<file path="src/logic/afe_regs_map.vh">
// register map, field positions and reset values for the afe config bank
// included by the register bank and offset_path design files of the block; sync_in does not include it
`ifndef AFE_REGS_MAP_VH
`define AFE_REGS_MAP_VH

`define IDX_INPUT_CFG     4'h5
`define IDX_RED_GAIN      4'h6
`define IDX_GREEN_GAIN    4'h7
`define IDX_BLUE_GAIN     4'h8
`define IDX_RED_OFFSET    4'h9
`define IDX_GREEN_OFFSET  4'hA
`define IDX_BLUE_OFFSET   4'hB
`define IDX_OFFSET_DAC    4'hC

`define RST_INPUT_CFG     8'h00
`define RST_GAIN          8'h55
`define RST_OFFSET        8'h80
`define RST_OFFSET_DAC    8'h00

`define BIT_INPUT_SEL     0
`define BIT_DC_COUPLE     1
`define BIT_YUV           2
`define BIT_COMPOSITE     3
`define BIT_CSYNC_HS      4
`define BIT_HOLD_CLAMP    5
`define BIT_DAC_RANGE     0
`define LSB_RED_LO        2
`define LSB_GREEN_LO      4
`define LSB_BLUE_LO       6

`define OFFSET_BIAS       8'h80
`define TARGET_ZERO       8'h00
`define TARGET_MID        8'h80
// half-scale shift masks, order {blue, green, red}
`define HALF_SHIFT_RGB    3'h7
`define HALF_SHIFT_YUV    3'h2
// clamp dac level codes: 0 = 300 mV, 1 = 600 mV
`define CLAMP_300MV       1'b0
`define CLAMP_600MV       1'b1
`define RDATA_UNMAPPED    32'h00000000

`endif

</file>
<file path="src/logic/video_afe_input_gain_offset_regs.v">
// configuration register bank of a triple video digitizer front end
// assumes an avalon-mm master on core_clk; sync and hold pins are asynchronous
//
// Local design decision: the Avalon-MM slave port.
`timescale 1ns/100ps
`default_nettype none
`include "afe_regs_map.vh"

// Overview of operation
// - AC coupling: positive input clamps only in clamp time, negative always clamped.
// - DC coupling: inputs to pads, no clamp connection, analog clamp held off.
// - RGB: all clamps 300mV, half-scale shift everywhere, black target 0x00.
// - YUV: red/blue 600mV clamp, target 0x80; green 300mV, shifted, target 0x00.
// - Sync-type bit: separate syncs when clear, composite sync when set.
// - Composite source: sync-on-green or hsync; separate mode always passes hsync.
// - Hold-clamp bit clear stops positive and analog clamping and black_comp_run_ff during PLL hold; offset_path keeps adding its digital offset.
// - Each 8-bit gain code drives its channel gain stage, 0.5 + code/170.
// - With compensation on, one offset step shifts output by one LSB.
// - Offset code is excess-128: 0x00=-128, 0x80=0, 0xFF=+127.
// - With compensation off, offset code feeds upper 8 bits of 10-bit DAC.
// - Range bit selects +-1/2 full scale when clear, +-1/4 when set.
// - Offset setup bits 3:2, 5:4, 7:6 give red, green, blue DAC low bits.
module video_afe_input_gain_offset_regs #(
	parameter DW = 8
) (
	input  wire          core_clk,
	input  wire          rst,
	input  wire [5:0]    avs_address,
	input  wire          avs_read,
	input  wire          avs_write,
	input  wire [31:0]   avs_writedata,
	input  wire [3:0]    avs_byteenable,
	output reg  [31:0]   avs_readdata,
	output wire          avs_waitrequest,
	input  wire          hsync_pin,
	input  wire          sog_pin,
	input  wire          clamp_window,
	input  wire          pll_hold,
	input  wire          auto_black_en,
	input  wire [DW-1:0] red_adc_in,
	input  wire [DW-1:0] green_adc_in,
	input  wire [DW-1:0] blue_adc_in,
	output reg           input_set_b_sel_ff,
	output reg           pos_to_clamp_ff,
	output reg           neg_to_clamp_ff,
	output reg           analog_clamp_ff,
	output reg  [2:0]    clamp_level_ff,
	output reg  [2:0]    half_shift_ff,
	output reg  [7:0]    red_target_ff,
	output reg  [7:0]    green_target_ff,
	output reg  [7:0]    blue_target_ff,
	output reg           composite_mode_ff,
	output reg           sync_sel_ff,
	output reg           black_comp_run_ff,
	output reg  [7:0]    red_gain_ff,
	output reg  [7:0]    green_gain_ff,
	output reg  [7:0]    blue_gain_ff,
	output reg           dac_quarter_range_ff,
	output wire [DW-1:0] red_adc_out_ff,
	output wire [DW-1:0] green_adc_out_ff,
	output wire [DW-1:0] blue_adc_out_ff,
	output wire [9:0]    red_offset_dac_ff,
	output wire [9:0]    green_offset_dac_ff,
	output wire [9:0]    blue_offset_dac_ff
);

	localparam ST_IDLE = 1'b0;
	localparam ST_DONE = 1'b1;

	reg        state_ff;
	reg        nxt_state;
	reg  [7:0] input_configuration_ff;
	reg  [7:0] red_offset_code_ff;
	reg  [7:0] green_offset_code_ff;
	reg  [7:0] blue_offset_code_ff;
	reg  [7:0] offset_dac_setup_ff;
	reg  [7:0] rd_byte;
	reg        rd_hit;
	wire [3:0] idx;
	wire       req;
	wire       wr_go;
	wire       aligned;
	wire       hsync_s;
	wire       sog_s;
	wire       clamp_s;
	wire       hold_s;
	wire       dc_couple;
	wire       yuv;
	wire       composite;
	wire       hold_ok;

	assign idx   = avs_address[5:2];
	assign req   = avs_read | avs_write;
	// one wait cycle: request answered on the second edge it is held
	assign avs_waitrequest = req & (state_ff == ST_IDLE);
	assign wr_go = avs_write & (state_ff == ST_DONE) & avs_byteenable[0];
	assign aligned = (avs_address[1:0] == 2'b00);

	always @*
	begin
		case (state_ff)
			ST_IDLE: nxt_state = req ? ST_DONE : ST_IDLE;
			ST_DONE: nxt_state = ST_IDLE;
			default: nxt_state = ST_IDLE;
		endcase
	end

	// reserved bits are stored as written; host keeps them zero
	always @(posedge core_clk or posedge rst)
	begin
		if (rst)
		begin
			state_ff               <= ST_IDLE;
			input_configuration_ff <= `RST_INPUT_CFG;
			red_gain_ff            <= `RST_GAIN;
			green_gain_ff          <= `RST_GAIN;
			blue_gain_ff           <= `RST_GAIN;
			red_offset_code_ff     <= `RST_OFFSET;
			green_offset_code_ff   <= `RST_OFFSET;
			blue_offset_code_ff    <= `RST_OFFSET;
			offset_dac_setup_ff    <= `RST_OFFSET_DAC;
		end
		else
		begin
			state_ff <= nxt_state;
			if (wr_go && aligned)
			begin
				case (idx)
					`IDX_INPUT_CFG:    input_configuration_ff <= avs_writedata[7:0];
					`IDX_RED_GAIN:     red_gain_ff            <= avs_writedata[7:0];
					`IDX_GREEN_GAIN:   green_gain_ff          <= avs_writedata[7:0];
					`IDX_BLUE_GAIN:    blue_gain_ff           <= avs_writedata[7:0];
					`IDX_RED_OFFSET:   red_offset_code_ff     <= avs_writedata[7:0];
					`IDX_GREEN_OFFSET: green_offset_code_ff   <= avs_writedata[7:0];
					`IDX_BLUE_OFFSET:  blue_offset_code_ff    <= avs_writedata[7:0];
					`IDX_OFFSET_DAC:   offset_dac_setup_ff    <= avs_writedata[7:0];
					default:           ;
				endcase
			end
		end
	end

	always @*
	begin
		rd_hit = 1'b1;
		case (idx)
			`IDX_INPUT_CFG:    rd_byte = input_configuration_ff;
			`IDX_RED_GAIN:     rd_byte = red_gain_ff;
			`IDX_GREEN_GAIN:   rd_byte = green_gain_ff;
			`IDX_BLUE_GAIN:    rd_byte = blue_gain_ff;
			`IDX_RED_OFFSET:   rd_byte = red_offset_code_ff;
			`IDX_GREEN_OFFSET: rd_byte = green_offset_code_ff;
			`IDX_BLUE_OFFSET:  rd_byte = blue_offset_code_ff;
			`IDX_OFFSET_DAC:   rd_byte = offset_dac_setup_ff;
			default:
			begin
				rd_byte = 8'h00;
				rd_hit  = 1'b0;
			end
		endcase
	end

	always @(posedge core_clk or posedge rst)
	begin
		if (rst)
			avs_readdata <= `RDATA_UNMAPPED;
		// loaded on the first edge of the read, while waitrequest is high, so it stands while waitrequest is low
		else if (avs_read && state_ff == ST_IDLE)
			avs_readdata <= (rd_hit && aligned) ?
				{24'h000000, rd_byte} : `RDATA_UNMAPPED;
	end

	// all four pins are asynchronous to core_clk
	sync_in u_sync_hs (
		.core_clk (core_clk),
		.rst      (rst),
		.d        (hsync_pin),
		.q_ff     (hsync_s)
	);

	sync_in u_sync_sog (
		.core_clk (core_clk),
		.rst      (rst),
		.d        (sog_pin),
		.q_ff     (sog_s)
	);

	sync_in u_sync_clamp (
		.core_clk (core_clk),
		.rst      (rst),
		.d        (clamp_window),
		.q_ff     (clamp_s)
	);

	sync_in u_sync_hold (
		.core_clk (core_clk),
		.rst      (rst),
		.d        (pll_hold),
		.q_ff     (hold_s)
	);

	assign dc_couple = input_configuration_ff[`BIT_DC_COUPLE];
	assign yuv       = input_configuration_ff[`BIT_YUV];
	assign composite = input_configuration_ff[`BIT_COMPOSITE];
	assign hold_ok   = ~hold_s | input_configuration_ff[`BIT_HOLD_CLAMP];

	always @(posedge core_clk or posedge rst)
	begin
		if (rst)
		begin
			input_set_b_sel_ff   <= 1'b0;
			pos_to_clamp_ff      <= 1'b0;
			neg_to_clamp_ff      <= 1'b0;
			analog_clamp_ff      <= 1'b0;
			clamp_level_ff       <= 3'b000;
			half_shift_ff        <= 3'b000;
			red_target_ff        <= `TARGET_ZERO;
			green_target_ff      <= `TARGET_ZERO;
			blue_target_ff       <= `TARGET_ZERO;
		end
		else
		begin
			input_set_b_sel_ff <= input_configuration_ff[`BIT_INPUT_SEL];
			// dc mode never touches the clamp dacs
			analog_clamp_ff <= ~dc_couple & clamp_s & hold_ok;
			pos_to_clamp_ff <= ~dc_couple & clamp_s & hold_ok;
			neg_to_clamp_ff <= ~dc_couple;
			// clamp order {blue, green, red}
			clamp_level_ff  <= yuv ? {`CLAMP_600MV, `CLAMP_300MV, `CLAMP_600MV}
				: {`CLAMP_300MV, `CLAMP_300MV, `CLAMP_300MV};
			half_shift_ff   <= yuv ? `HALF_SHIFT_YUV : `HALF_SHIFT_RGB;
			red_target_ff   <= yuv ? `TARGET_MID : `TARGET_ZERO;
			green_target_ff <= `TARGET_ZERO;
			blue_target_ff  <= yuv ? `TARGET_MID : `TARGET_ZERO;
		end
	end

	// sync path kept apart from the clamp controls so each can be retimed alone
	always @(posedge core_clk or posedge rst)
	begin
		if (rst)
		begin
			composite_mode_ff <= 1'b0;
			sync_sel_ff       <= 1'b0;
		end
		else
		begin
			composite_mode_ff <= composite;
			// separate mode forces hsync whatever the source bit says
			sync_sel_ff <= (composite && !input_configuration_ff[`BIT_CSYNC_HS])
				? sog_s : hsync_s;
		end
	end

	// compensation enable is on core_clk already, no synchroniser
	always @(posedge core_clk or posedge rst)
	begin
		if (rst)
		begin
			black_comp_run_ff    <= 1'b0;
			dac_quarter_range_ff <= 1'b0;
		end
		else
		begin
			black_comp_run_ff    <= auto_black_en & hold_ok;
			dac_quarter_range_ff <= offset_dac_setup_ff[`BIT_DAC_RANGE];
		end
	end

	offset_path #(.DW(DW)) u_red (
		.core_clk      (core_clk),
		.rst           (rst),
		.offset_code   (red_offset_code_ff),
		.dac_low_bits  (offset_dac_setup_ff[`LSB_RED_LO+1:`LSB_RED_LO]),
		.auto_black_en (auto_black_en),
		.adc_in        (red_adc_in),
		.adc_out_ff    (red_adc_out_ff),
		.offset_dac_ff (red_offset_dac_ff)
	);

	offset_path #(.DW(DW)) u_green (
		.core_clk      (core_clk),
		.rst           (rst),
		.offset_code   (green_offset_code_ff),
		.dac_low_bits  (offset_dac_setup_ff[`LSB_GREEN_LO+1:`LSB_GREEN_LO]),
		.auto_black_en (auto_black_en),
		.adc_in        (green_adc_in),
		.adc_out_ff    (green_adc_out_ff),
		.offset_dac_ff (green_offset_dac_ff)
	);

	offset_path #(.DW(DW)) u_blue (
		.core_clk      (core_clk),
		.rst           (rst),
		.offset_code   (blue_offset_code_ff),
		.dac_low_bits  (offset_dac_setup_ff[`LSB_BLUE_LO+1:`LSB_BLUE_LO]),
		.auto_black_en (auto_black_en),
		.adc_in        (blue_adc_in),
		.adc_out_ff    (blue_adc_out_ff),
		.offset_dac_ff (blue_offset_dac_ff)
	);

endmodule // video_afe_input_gain_offset_regs
`default_nettype wire

</file>
<file path="src/logic/offset_path.v">
// one channel of offset handling: digital excess-128 offset or 10-bit dac code
// assumes offset code and low bits come from the register bank, same clock
`timescale 1ns/100ps
`default_nettype none
`include "afe_regs_map.vh"

module offset_path #(
	parameter DW = 8
) (
	input  wire          core_clk,
	input  wire          rst,
	input  wire [7:0]    offset_code,
	input  wire [1:0]    dac_low_bits,
	input  wire          auto_black_en,
	input  wire [DW-1:0] adc_in,
	output reg  [DW-1:0] adc_out_ff,
	output reg  [9:0]    offset_dac_ff
);

	wire signed [9:0] signed_offset;
	wire signed [9:0] sum;
	reg         [DW-1:0] nxt_adc_out;

	// excess-128 decode
	assign signed_offset = {{2{~offset_code[7]}}, ~offset_code[7], offset_code[6:0]};
	assign sum = $signed({2'b00, adc_in}) + signed_offset;

	// saturate so a large offset never wraps the pixel value
	always @*
	begin
		if (!auto_black_en)
			nxt_adc_out = adc_in;
		else if (sum < 0)
			nxt_adc_out = {DW{1'b0}};
		else if (sum > 10'sd255)
			nxt_adc_out = {DW{1'b1}};
		else
			nxt_adc_out = sum[DW-1:0];
	end

	always @(posedge core_clk or posedge rst)
	begin
		if (rst)
		begin
			adc_out_ff    <= {DW{1'b0}};
			offset_dac_ff <= {`RST_OFFSET, 2'b00};
		end
		else
		begin
			adc_out_ff <= nxt_adc_out;
			// dac keeps its last manual value while offset is digital
			if (!auto_black_en)
				offset_dac_ff <= {offset_code, dac_low_bits};
		end
	end

endmodule // offset_path
`default_nettype wire

</file>
<file path="src/logic/sync_in.v">
// two-flop synchroniser for a level from a pin
// assumes the level is slow compared to core_clk
`timescale 1ns/100ps
`default_nettype none

module sync_in (
	input  wire core_clk,
	input  wire rst,
	input  wire d,
	output reg  q_ff
);

	reg meta_ff;

	always @(posedge core_clk or posedge rst)
	begin
		if (rst)
		begin
			meta_ff <= 1'b0;
			q_ff    <= 1'b0;
		end
		else
		begin
			meta_ff <= d;
			q_ff    <= meta_ff;
		end
	end

endmodule // sync_in
`default_nettype wire

</file>
<file path="config.mk">
export PLATFORM = sky130hd
export DESIGN_NAME = video_afe_input_gain_offset_regs
export DESIGN_NICKNAME = d
export VERILOG_FILES = /design/src/logic/video_afe_input_gain_offset_regs.v /design/src/logic/offset_path.v /design/src/logic/sync_in.v
export VERILOG_INCLUDE_DIRS = /design/src /design/src/logic
export SDC_FILE = /design/constraint.sdc
export NUM_CORES = 1
export LEC_CHECK = 0
export ABC_CLOCK_PERIOD_IN_PS = 8100
export BUFFER_PORTS_ARGS = -buffer_cell sky130_fd_sc_hd__buf_2
export CAP_MARGIN = 25
export CORE_MARGIN = 1
export CORE_UTILIZATION = 55
export CTS_CLUSTER_DIAMETER = 150
export DETAILED_ROUTE_END_ITERATION = 12
export PLACE_DENSITY_LB_ADDON = 0.05
export SETUP_SLACK_MARGIN = 0.02
export SLEW_MARGIN = 0
export SYNTH_ARGS = -nofsm -noshare
export SYNTH_HDL_FRONTEND = slang
export SYNTH_SLANG_ARGS = --single-unit
</file>
<file path="constraint.sdc">
create_clock -name core_clk -period 8.1 [get_ports core_clk]
set_clock_uncertainty 0.2 [all_clocks]
set_input_delay 0.405 -clock core_clk [delete_from_list [all_inputs] [get_ports core_clk]]
set_output_delay 0.405 -clock core_clk [all_outputs]
set_load 0.02 [all_outputs]
</file>
==> results.sh, run 1 <==
export IMPL_crit_family="simple AND/OR/NAND/NOR gates"
export IMPL_critPathMaxFanout=7
export IMPL_hold_buffers=5
export IMPL_min_path_cells=3
export IMPL_slew_headroom_pct=42.0
export IMPL_clockBufferDepth=2
export IMPL_die_h_um=121
export IMPL_r2r_start="blue_offset_code_ff[0]$_DFFE_PP0P_"
export IMPL_setup_viol=0
export IMPL_boundaryPins=224
export IMPL_timing_final_hold_violations=0
export IMPL_synth_adder_area_share_pct=5.09
export IMPL_port_buffers=149
export IMPL_synth_compound_gate_area_share_pct=14.5
export IMPL_ant_nets=0
export IMPL_synth_ff_type="dfrtp_1"
export IMPL_end_kind="flip-flop"
export IMPL_synth_top_family_by_area="multiplexers"
export IMPL_crit_buf_inv=1
export IMPL_min_delay_path_class="input pin to flip-flop"
export IMPL_syn_avg_cell_area_um2=11.2
export IMPL_maxSlewViolCount=0
export IMPL_netlist_area_leader_share_pct=40.7
export IMPL_layout_commonest_cell="buf_2"
export IMPL_grt_max_degree=81
export IMPL_layout_drive_gt1_share_pct=35.3
export IMPL_core_area_mm2=0.0139
export IMPL_ys_seq_area_share_pct=46.7
export IMPL_reg2reg_setup_slack_ns=5.29
export IMPL_finalSetupTns_ns=0
export IMPL_routedWlPerCell_um=18.0
export IMPL_synth_edff_count=0
export IMPL_num_vias=5882
export IMPL_cts_buffers=17
export IMPL_start_util_pct=56.3
export IMPL_worstHoldEndpoint="u_blue.adc_out_ff[5]$_DFF_PP0_"
export IMPL_peakVddDrop_v=0.000127
export IMPL_start_kind="flip-flop"
export IMPL_async_flop_share_pct=100
export IMPL_synth_xor_area_share_pct=1.46
export IMPL_worstHoldStart="blue_adc_in[5]"
export IMPL_rsz0062_at_grt="false"
export IMPL_diodes=0
export IMPL_reg2reg_to="u_blue.adc_out_ff[1]$_DFF_PP0_"
export IMPL_gp_congestion=0.861
export IMPL_cp_required_ns=8.18
export IMPL_numClockSinks=145
export IMPL_synth_simple_area_share_pct=9.33
export IMPL_die_w_um=121
export IMPL_antenna_found_initial=0
export IMPL_cts_setup_buffers=0
export IMPL_grt_pass1_vias=5585
export IMPL_cts_tree="built"
export IMPL_cts_htree_levels=4
export IMPL_num_rows=43
export IMPL_power_density_mw_per_mm2=201
export IMPL_area_growth_syn_to_layout_pct=16.9
export IMPL_worstPathArrival_ns=2.89
export IMPL_dp_hpwl_um=13700
export IMPL_clock_latency_ns=0.42
export IMPL_met2_usage_pct=43.4
export IMPL_dr_pass1_iters=5
export IMPL_status="finished, final reports clean"
export IMPL_path_clk_slew_ns=0.06
export IMPL_grt_util_met3_pct=5.92
export IMPL_die_area_mm2=0.0147
export IMPL_gr_usage_all_layers_pct=26.9
export IMPL_ys_warn_count=0
export IMPL_cts_root_buf="clkbuf_16"
export IMPL_path_cells="ha_1 > inv_1 > fa_1 > nand2b_1 > a2111oi_4 > or3_1 > and2_1 > o221ai_2"
export IMPL_largestRegisters="u_blue.offset_dac_ff: 10 flops, u_green.offset_dac_ff: 10 flops, u_red.offset_dac_ff: 10 flops"
export IMPL_cts_resized=0
export IMPL_period_needed_ns=2.81
export IMPL_synth_seq_cells=145
export IMPL_overflow=0
export IMPL_maxCapViolations=0
export IMPL_slowest_delay_ns=0.45
export IMPL_max_freq_mhz=356
export IMPL_crit_slowest_cell="a2111oi_4"
export IMPL_muxShareOfSynthArea_pct=15.0
export IMPL_nets=953
export IMPL_final_cell_mix="buf_2 (149), dfrtp_1 (127), mux2_2 (92)"
export IMPL_crit_type="flip-flop to flip-flop"
export IMPL_synth_area_leaders="dfrtp_1 (41%), mux2_2 (13%), dfstp_2 (6.1%), buf_4 (5.2%), ha_1 (4.3%)"
export IMPL_post_route_util_pct=65.8
export IMPL_rr_worst_depth=8
export IMPL_synthesis_area_mm2=0.00782
export IMPL_drcViolationCount=0
export IMPL_postSynthCellCount=700
export IMPL_tightest_slew_ns=0.867
export IMPL_drt_wl_total_um=18800
export IMPL_min_period_over_period_pct=34.7
export IMPL_viasPerCell=5.65
export IMPL_grt_pass1_wl_um=29600
export IMPL_p_leak_nw=4.60
export IMPL_use_met1_pct=36.0
export IMPL_drtIter0Drc=355
export IMPL_yosysTopAreaCell="dfrtp_1"
export IMPL_top_usage_layer="met2"
export IMPL_synth_cell_types=69
-- metrics by stage --
| stage | cells | setup slack, ns | hold slack [ns] | cell area, µm² | power (mW) |
|---|---|---|---|---|---|
| 6_report | 1041 | 5.29 | 0.0270 | 9130 | 1.84 |
| 5_1_grt | 1041 | 5.15 | 0.0246 | 9130 | 1.92 |
| 4_1_cts | 1040 | 5.28 | 0.0173 | 9110 | 1.85 |
| 3_5_place_dp | 1003 | 5.29 | 0.140 | 8490 | 1.09 |
| 3_3_place_gp | 1003 | 5.31 | 0.133 | 8490 | 1.08 |
| 2_1_floorplan | 746 | 3.63 | 0.131 | 7990 | 1.02 |
-- report_power, final --
part           internal, mW  total (mW)  switching (mW)  leakage (nW)
logic                 0.101       0.286           0.185          2.47
registers             0.767       0.792          0.0253          1.87
clock network         0.456       0.761           0.305         0.265
-- final cells by class --
| cell class | instances | area [µm²] |
|---|---|---|
| clock buffers | 21 | 440 |
| clock inverters | 11 | 130 |
| fillers | 1139 | 4750 |
| inverters | 30 | 118 |
| multi-input cells | 497 | 3730 |
| flip-flops and latches | 145 | 3650 |
| well taps | 180 | 225 |
| repair buffers | 157 | 838 |
-- cell usage after synthesis, drive strengths merged, types with 3 or more instances --
master / instances
mux2: 93
o21a: 4
nor2b: 13
ha: 27
a211o: 3
nand3: 11
nand2: 49
nor4: 3
a32oi: 4
nor2: 42
nor3b: 4
a21o: 8
xor2: 8
a221oi: 4
o31ai: 3
and3: 3
a21oi: 24
a32o: 4
buf: 65
nor3: 4
clkbuf: 9
or3: 3
o221ai: 10
inv: 30
nand2b: 9
o22ai: 3
a311oi: 6
o211ai: 7
dfrtp: 127
a22oi: 13
dfstp: 18
fa: 3
xnor2: 5
a211oi: 7
a22o: 6
mux2i: 8
o21ai: 30
-- how the worst max path moves through the flow --
| stage | depth (start not counted) | startpoint | to | slack (ns) |
|---|---|---|---|---|
| floorplan | 1 | rst | analog_clamp_ff$_DFF_PP0_ | 3.63 |
| global placement | 9 | blue_adc_in[0] | u_blue.adc_out_ff[1]$_DFF_PP0_ | 5.31 |
| detailed placement | 9 | blue_adc_in[0] | u_blue.adc_out_ff[1]$_DFF_PP0_ | 5.29 |
| CTS | 8 | blue_offset_code_ff[0]$_DFFE_PP0P_ | u_blue.adc_out_ff[1]$_DFF_PP0_ | 5.28 |
| global route | 8 | blue_offset_code_ff[0]$_DFFE_PP0P_ | u_blue.adc_out_ff[1]$_DFF_PP0_ | 5.15 |
| finish | 8 | blue_offset_code_ff[0]$_DFFE_PP0P_ | u_blue.adc_out_ff[1]$_DFF_PP0_ | 5.29 |
-- worst min-delay path, cell delays in order --
cell,delay (ns)
buf_2,0.09
nand2_1,0.05
o221ai_1,0.06
-- logic make-up (layout without fill, tap and decap cells) --
family                     after synthesis  in the layout
AOI/OAI and AO/OA                      155            155
and+or+nand+nor                        148            148
DFF                                    145            145
buffers and inverters                  104            219
muxes                                  103            103
adders and majority gates               30             30
xor gates and xnor gates                13             13
other                                    2             48
-- routing by layer --
| metal | share of wire, % | vias up |
|---|---|---|
| li1 | - | 2742 |
| met5 | 0 | - |
| met2 | 49 | 207 |
| met1 | 44 | 2910 |
| met3 | 5.7 | 23 |
| met4 | 1.3 | 0 |
(Power assumes the default switching activity.)
==> run 2: changes to the inputs <==
--- a/config.mk
+++ b/config.mk
@@ -6,11 +6,11 @@
 export SDC_FILE = /design/constraint.sdc
 export NUM_CORES = 1
 export LEC_CHECK = 0
-export ABC_CLOCK_PERIOD_IN_PS = 8100
+export ABC_CLOCK_PERIOD_IN_PS = 2730
 export BUFFER_PORTS_ARGS = -buffer_cell sky130_fd_sc_hd__buf_2
 export CAP_MARGIN = 25
 export CORE_MARGIN = 1
-export CORE_UTILIZATION = 55
+export CORE_UTILIZATION = 53
 export CTS_CLUSTER_DIAMETER = 150
 export DETAILED_ROUTE_END_ITERATION = 12
 export PLACE_DENSITY_LB_ADDON = 0.05
==> constraint.sdc (replaced) <==
create_clock -name core_clk -period 2.73 [get_ports core_clk]
set_clock_uncertainty 0.2 [all_clocks]
set_input_delay 0.1365 -clock core_clk [delete_from_list [all_inputs] [get_ports core_clk]]
set_output_delay 0.1365 -clock core_clk [all_outputs]
set_load 0.02 [all_outputs]
==> run 2 against run 1 <==
Compared with the run above:
- critical path type is now input pin to flip-flop
- combinational power rose to 3.2 times the previous value
- non-clock buffer count is 55 higher
- routed wire length up 7.1%
- clock-buffer cell count fell by 1
- via count increased by 4.7%
- sequential share of layout area down 2.3 points
- clock power increased to 3.0 times the previous value
- power rose to 3.0 times the previous value
- sequential cell count stayed put
- first-iteration DRC count down 7.9%
- hold slack got worse by 0.0012 ns
- register-to-register slack worse by 5.1 ns
==> results.sh, run 2 (synthesized netlist as in run 1, its figures left out) <==
export IMPL_status="finished, final reports clean"
export IMPL_timing_final_hold_violations=0
export IMPL_reg2reg_to="u_green.adc_out_ff[1]$_DFF_PP0_"
export IMPL_finalSetupTns_ns=0
export IMPL_r2r_start="green_offset_code_ff[0]$_DFFE_PP0P_"
export IMPL_die_w_um=123
export IMPL_cts_tree="built"
export IMPL_drcViolationCount=0
export IMPL_cts_root_buf="clkbuf_16"
export IMPL_power_density_mw_per_mm2=575
export IMPL_core_area_mm2=0.0145
export IMPL_tightest_slew_ns=0.673
export IMPL_clock_latency_ns=0.42
export IMPL_diodes=0
export IMPL_gr_usage_all_layers_pct=27.9
export IMPL_pre_cts_slack_ns=0.145
export IMPL_maxSlewViolCount=0
export IMPL_post_place_cells=1026
export IMPL_reg2reg_setup_slack_ns=0.20
export IMPL_min_delay_path_class="input pin to flip-flop"
export IMPL_peakVddDrop_v=0.000477
export IMPL_slew_headroom_pct=55.0
export IMPL_path_clk_slew_ns=0.06
export IMPL_drt_wl_total_um=20100
export IMPL_maxCapViolations=0
export IMPL_overflow=0
export IMPL_num_rows=44
export IMPL_final_cell_mix="buf_2 (149), dfrtp_1 (127), mux2_2 (92)"
export IMPL_ant_nets=0
export IMPL_boundaryPins=224
export IMPL_area_growth_syn_to_layout_pct=23.9
export IMPL_clockBufferDepth=2
export IMPL_cp_startpoint="blue_adc_in[0]"
export IMPL_start_util_pct=54.0
export IMPL_cp_required_ns=2.82
export IMPL_cts_buffers=17
export IMPL_viasPerCell=5.60
export IMPL_routedWlPerCell_um=18.3
export IMPL_start_kind="input pin"
export IMPL_final_cells=1100
export IMPL_p_leak_nw=4.88
export IMPL_layout_commonest_cell="buf_2"
export IMPL_fillers=1181
export IMPL_num_vias=6157
export IMPL_dp_hpwl_um=14700
export IMPL_dr_pass1_iters=5
export IMPL_drtIter0Drc=327
export IMPL_grt_pass1_vias=5930
export IMPL_crit_end="u_blue.adc_out_ff[7]$_DFF_PP0_"
export IMPL_crit_type="input pin to flip-flop"
export IMPL_setup_slack_ns=0.188
export IMPL_gp_congestion=0.873
export IMPL_cts_htree_levels=4
export IMPL_worstPathArrival_ns=2.63
export IMPL_die_area_mm2=0.0152
export IMPL_min_period_over_period_pct=93.1
export IMPL_nets=1008
export IMPL_grt_pass1_wl_um=31600
export IMPL_grt_max_degree=60
export IMPL_die_h_um=123
export IMPL_port_buffers=149
export IMPL_rr_worst_depth=8
export IMPL_max_freq_mhz=393
export IMPL_antenna_found_initial=0
export IMPL_numClockSinks=145
export IMPL_hold_slack_ns=0.0259
export IMPL_largestRegisters="u_blue.offset_dac_ff: 10 flops, u_green.offset_dac_ff: 10 flops, u_red.offset_dac_ff: 10 flops"
export IMPL_period_needed_ns=2.54
export IMPL_layout_drive_gt1_share_pct=36.0
export IMPL_end_kind="flip-flop"
export IMPL_post_route_util_pct=66.9
export IMPL_critPathMaxFanout=8
export IMPL_setup_viol=0
## run 2: cell count changes in the layout (fill, tap and decap cells not counted), sizes merged
| cell | delta |
|---|---|
| clkinv | +4 |
| buf | +20 |
| inv | -2 |
| dlygate4sd3 | +35 |
| clkbuf | -1 |
| clkinvlp | -1 |
## run 2: power breakdown
part / total (mW) / switching (mW) / internal [mW]
Sequential: 2.35 / 0.0719 / 2.27
Combinational: 0.928 / 0.574 / 0.353
Clock: 2.29 / 0.921 / 1.37
## run 2: metrics by stage
stage	area (µm²)	power (mW)
final	9690	5.57
after floorplan	7990	3.01
after global routing	9690	5.81
after global placement	8660	3.23
after detailed placement	8660	3.25
after CTS	9640	5.60
## run 2: how the worst min path moves through the flow
stage                                           endpoint            from  slack (ns)  depth (start not counted)
after floorplan           u_sync_clamp.meta_ff$_DFF_PP0_    clamp_window       -0.03                          0
after global placement    u_sync_clamp.meta_ff$_DFF_PP0_    clamp_window        0.04                          1
after detailed placement    u_sync_sog.meta_ff$_DFF_PP0_         sog_pin        0.05                          1
after CTS                    avs_readdata[0]$_DFFE_PP0P_  avs_address[0]       0.006                          3
after global routing         avs_readdata[1]$_DFFE_PP0P_  avs_address[0]        0.06                          3
final                        avs_readdata[0]$_DFFE_PP0P_  avs_address[0]        0.03                          3
## run 2: area by class of cell
class / count / area (µm²) / share of cell area, %
Tap cell: 184 / 230 / 2.38
Sequential cell: 145 / 3650 / 37.7
Inverter: 30 / 116 / 1.20
Timing Repair Buffer: 212 / 1340 / 13.9
Multi-Input combinational cell: 497 / 3770 / 38.9
Clock buffer: 20 / 447 / 4.61
Clock inverter: 12 / 134 / 1.38
## run 2: what timing repair did
item / CTS / global route
setup buffers: 0 / 2
endpoints found under the hold margin: 122 / 0
hold buffers: 40 / 0
gates resized for setup: 0 / 5
endpoints found under the setup margin: 0 / 11
## run 2: metal layers
| layer | share of wire, % | GRT usage (%) |
|---|---|---|
| met4 | 1.8 | 9.41 |
| met1 | 45 | 38.2 |
| met5 | 0 | 0 |
| met2 | 49 | 44.9 |
| met3 | 4.7 | 4.61 |
## run 2: worst max-delay path: stages
cell	delay, ns
dlygate4sd3_1	0.52
buf_2	0.12
ha_1	0.19
inv_1	0.06
fa_1	0.41
nand2b_1	0.23
a2111oi_4	0.42
nor3_4	0.13
nor4_2	0.33
nor4_2	0.08
==> run 3: changes to the inputs <==
--- a/config.mk
+++ b/config.mk
@@ -9,7 +9,7 @@
 export ABC_CLOCK_PERIOD_IN_PS = 2730
 export BUFFER_PORTS_ARGS = -buffer_cell sky130_fd_sc_hd__buf_2
 export CAP_MARGIN = 25
-export CORE_MARGIN = 1
+export CORE_ASPECT_RATIO = 1.1
 export CORE_UTILIZATION = 53
 export CTS_CLUSTER_DIAMETER = 150
 export DETAILED_ROUTE_END_ITERATION = 12
==> constraint.sdc (replaced) <==
create_clock -name core_clk -period 2.73 [get_ports core_clk]
set_clock_uncertainty 0.2 [all_clocks]
set_input_delay 0.6825 -clock core_clk [delete_from_list [all_inputs] [get_ports core_clk]]
set_output_delay 0.6825 -clock core_clk [all_outputs]
set_load 0.02 [all_outputs]
==> run 3 against run 2 <==
Compared with the run above:
- power down 0.82%
- register-to-register slack got worse by 0.09 ns
- first-iteration DRC count fell by 4.3%
- non-clock buffer count decreased by 6
- design area is 1.4% lower
- die area barely moved
- final cell count grew 0.18%
- setup slack got worse by 0.074 ns
- global-route usage decreased by 1.2 points
- utilization fell by 0.54 points
==> results.sh, run 3 (synthesized netlist as in run 1, its figures left out) <==
export IMPL_die_h_um=129
export IMPL_reg2reg_setup_slack_ns=0.11
export IMPL_num_rows=46
export IMPL_port_buffers=149
export IMPL_nets=1002
export IMPL_period_needed_ns=2.62
export IMPL_max_freq_mhz=382
export IMPL_reg2reg_to="u_green.adc_out_ff[3]$_DFF_PP0_"
export IMPL_num_vias=6123
export IMPL_post_place_cells=1070
export IMPL_die_area_mm2=0.0152
export IMPL_start_util_pct=54.3
export IMPL_crit_buf_inv=1
export IMPL_dr_pass1_iters=5
export IMPL_min_period_over_period_pct=95.9
export IMPL_final_cells=1102
export IMPL_cts_resized=0
export IMPL_maxCapViolations=0
export IMPL_path_cells="ha_1 > inv_1 > fa_1 > nor2b_1 > o31ai_1 > a21o_1 > xnor2_1 > a311oi_1"
export IMPL_grt_pass1_wl_um=31100
export IMPL_slowest_delay_ns=0.44
export IMPL_crit_slowest_cell="dfrtp_1"
export IMPL_routedWlPerCell_um=18.1
export IMPL_largestRegisters="u_blue.offset_dac_ff: 10 flops, u_green.offset_dac_ff: 10 flops, u_red.offset_dac_ff: 10 flops"
export IMPL_ant_nets=0
export IMPL_setup_viol=0
export IMPL_finalSetupTns_ns=0
export IMPL_maxSlewViolCount=0
export IMPL_final_cell_mix="buf_2 (149), dfrtp_1 (127), mux2_2 (92)"
export IMPL_design_area_mm2=0.00955
export IMPL_diodes=0
export IMPL_boundaryPins=224
export IMPL_drcViolationCount=0
export IMPL_timing_final_hold_violations=0
export IMPL_peakVddDrop_v=0.000434
export IMPL_die_w_um=118
export IMPL_register_area_mm2=0.00365
export IMPL_core_area_mm2=0.0144
export IMPL_drt_wl_total_um=19900
export IMPL_worstPathArrival_ns=2.70
export IMPL_multi_input_area_mm2=0.00376
export IMPL_slew_headroom_pct=64.1
export IMPL_crit_type="flip-flop to flip-flop"
export IMPL_layout_commonest_cell="buf_2"
export IMPL_rsz0062_at_grt="true"
export IMPL_tightest_slew_ns=0.525
export IMPL_rr_worst_depth=8
export IMPL_viasPerCell=5.56
export IMPL_start_kind="flip-flop"
export IMPL_p_leak_nw=4.87
export IMPL_cts_tree="built"
export IMPL_grt_pass1_vias=5970
export IMPL_cts_setup_buffers=0
export IMPL_post_route_util_pct=66.4
export IMPL_power_density_mw_per_mm2=578
export IMPL_area_growth_syn_to_layout_pct=22.2
export IMPL_r2r_start="green_offset_code_ff[0]$_DFFE_PP0P_"
export IMPL_min_delay_path_class="input pin to async pin"
export IMPL_pre_cts_slack_ns=-0.264
export IMPL_numClockSinks=145
export IMPL_fillers=1163
export IMPL_p_total_mw=5.52
export IMPL_cts_root_buf="clkbuf_16"
export IMPL_gp_congestion=0.894
export IMPL_drtIter0Drc=313
export IMPL_clock_latency_ns=0.42
export IMPL_clockBufferDepth=2
export IMPL_path_clk_slew_ns=0.07
export IMPL_placed_area_mm2=0.00896
export IMPL_status="finished, final reports clean"
export IMPL_cts_buffers=17
export IMPL_cts_htree_levels=4
export IMPL_grt_max_degree=83
export IMPL_setup_slack_ns=0.113
export IMPL_critPathMaxFanout=4
export IMPL_hold_slack_ns=0.0283
export IMPL_end_kind="flip-flop"
export IMPL_dp_hpwl_um=15000
export IMPL_layout_drive_gt1_share_pct=40.0
export IMPL_overflow=0
export IMPL_hold_buffers=0
export IMPL_cp_required_ns=2.81
export IMPL_crit_family="compound AO/OA/AOI/OAI gates"
export IMPL_gr_usage_all_layers_pct=26.7
export IMPL_antenna_found_initial=0
[run 3: cell type report]
class,instances,area share (%)
Multi-Input combinational cell,497,39.4
Sequential cell,145,38.2
Timing Repair Buffer,206,12.7
Clock buffer,20,4.68
Tap cell,192,2.52
Clock inverter,12,1.27
Inverter,30,1.22
[run 3: worst max path at each step]
| stage | slack, ns | cells past startpoint | from | endpoint |
|---|---|---|---|---|
| global placement | -0.18 | 10 | blue_adc_in[0] | u_blue.adc_out_ff[4]$_DFF_PP0_ |
| detailed placement | -0.26 | 10 | blue_adc_in[0] | u_blue.adc_out_ff[5]$_DFF_PP0_ |
| CTS | 0.1 | 9 | blue_offset_code_ff[0]$_DFFE_PP0P_ | u_blue.adc_out_ff[5]$_DFF_PP0_ |
| finish | 0.11 | 8 | green_offset_code_ff[0]$_DFFE_PP0P_ | u_green.adc_out_ff[3]$_DFF_PP0_ |
| floorplan | 0.03 | 9 | blue_adc_in[0] | u_blue.adc_out_ff[1]$_DFF_PP0_ |
| global route | 0.003 | 8 | green_offset_code_ff[0]$_DFFE_PP0P_ | u_green.adc_out_ff[2]$_DFF_PP0_ |
[run 3: layer usage]
layer / track usage (%) / vias to the layer above / part of all wire (%)
met1: 34.1 / 3007 / 44
met3: 5.72 / 22 / 5.7
li1: - / 2825 / -
met2: 45.2 / 269 / 49
met5: 0 / - / 0
met4: 9.13 / 0 / 1.7
[run 3: report_power, final]
group	internal, mW	switching, mW
combinational	0.350	0.572
clock	1.30	0.956
sequential	2.27	0.0746
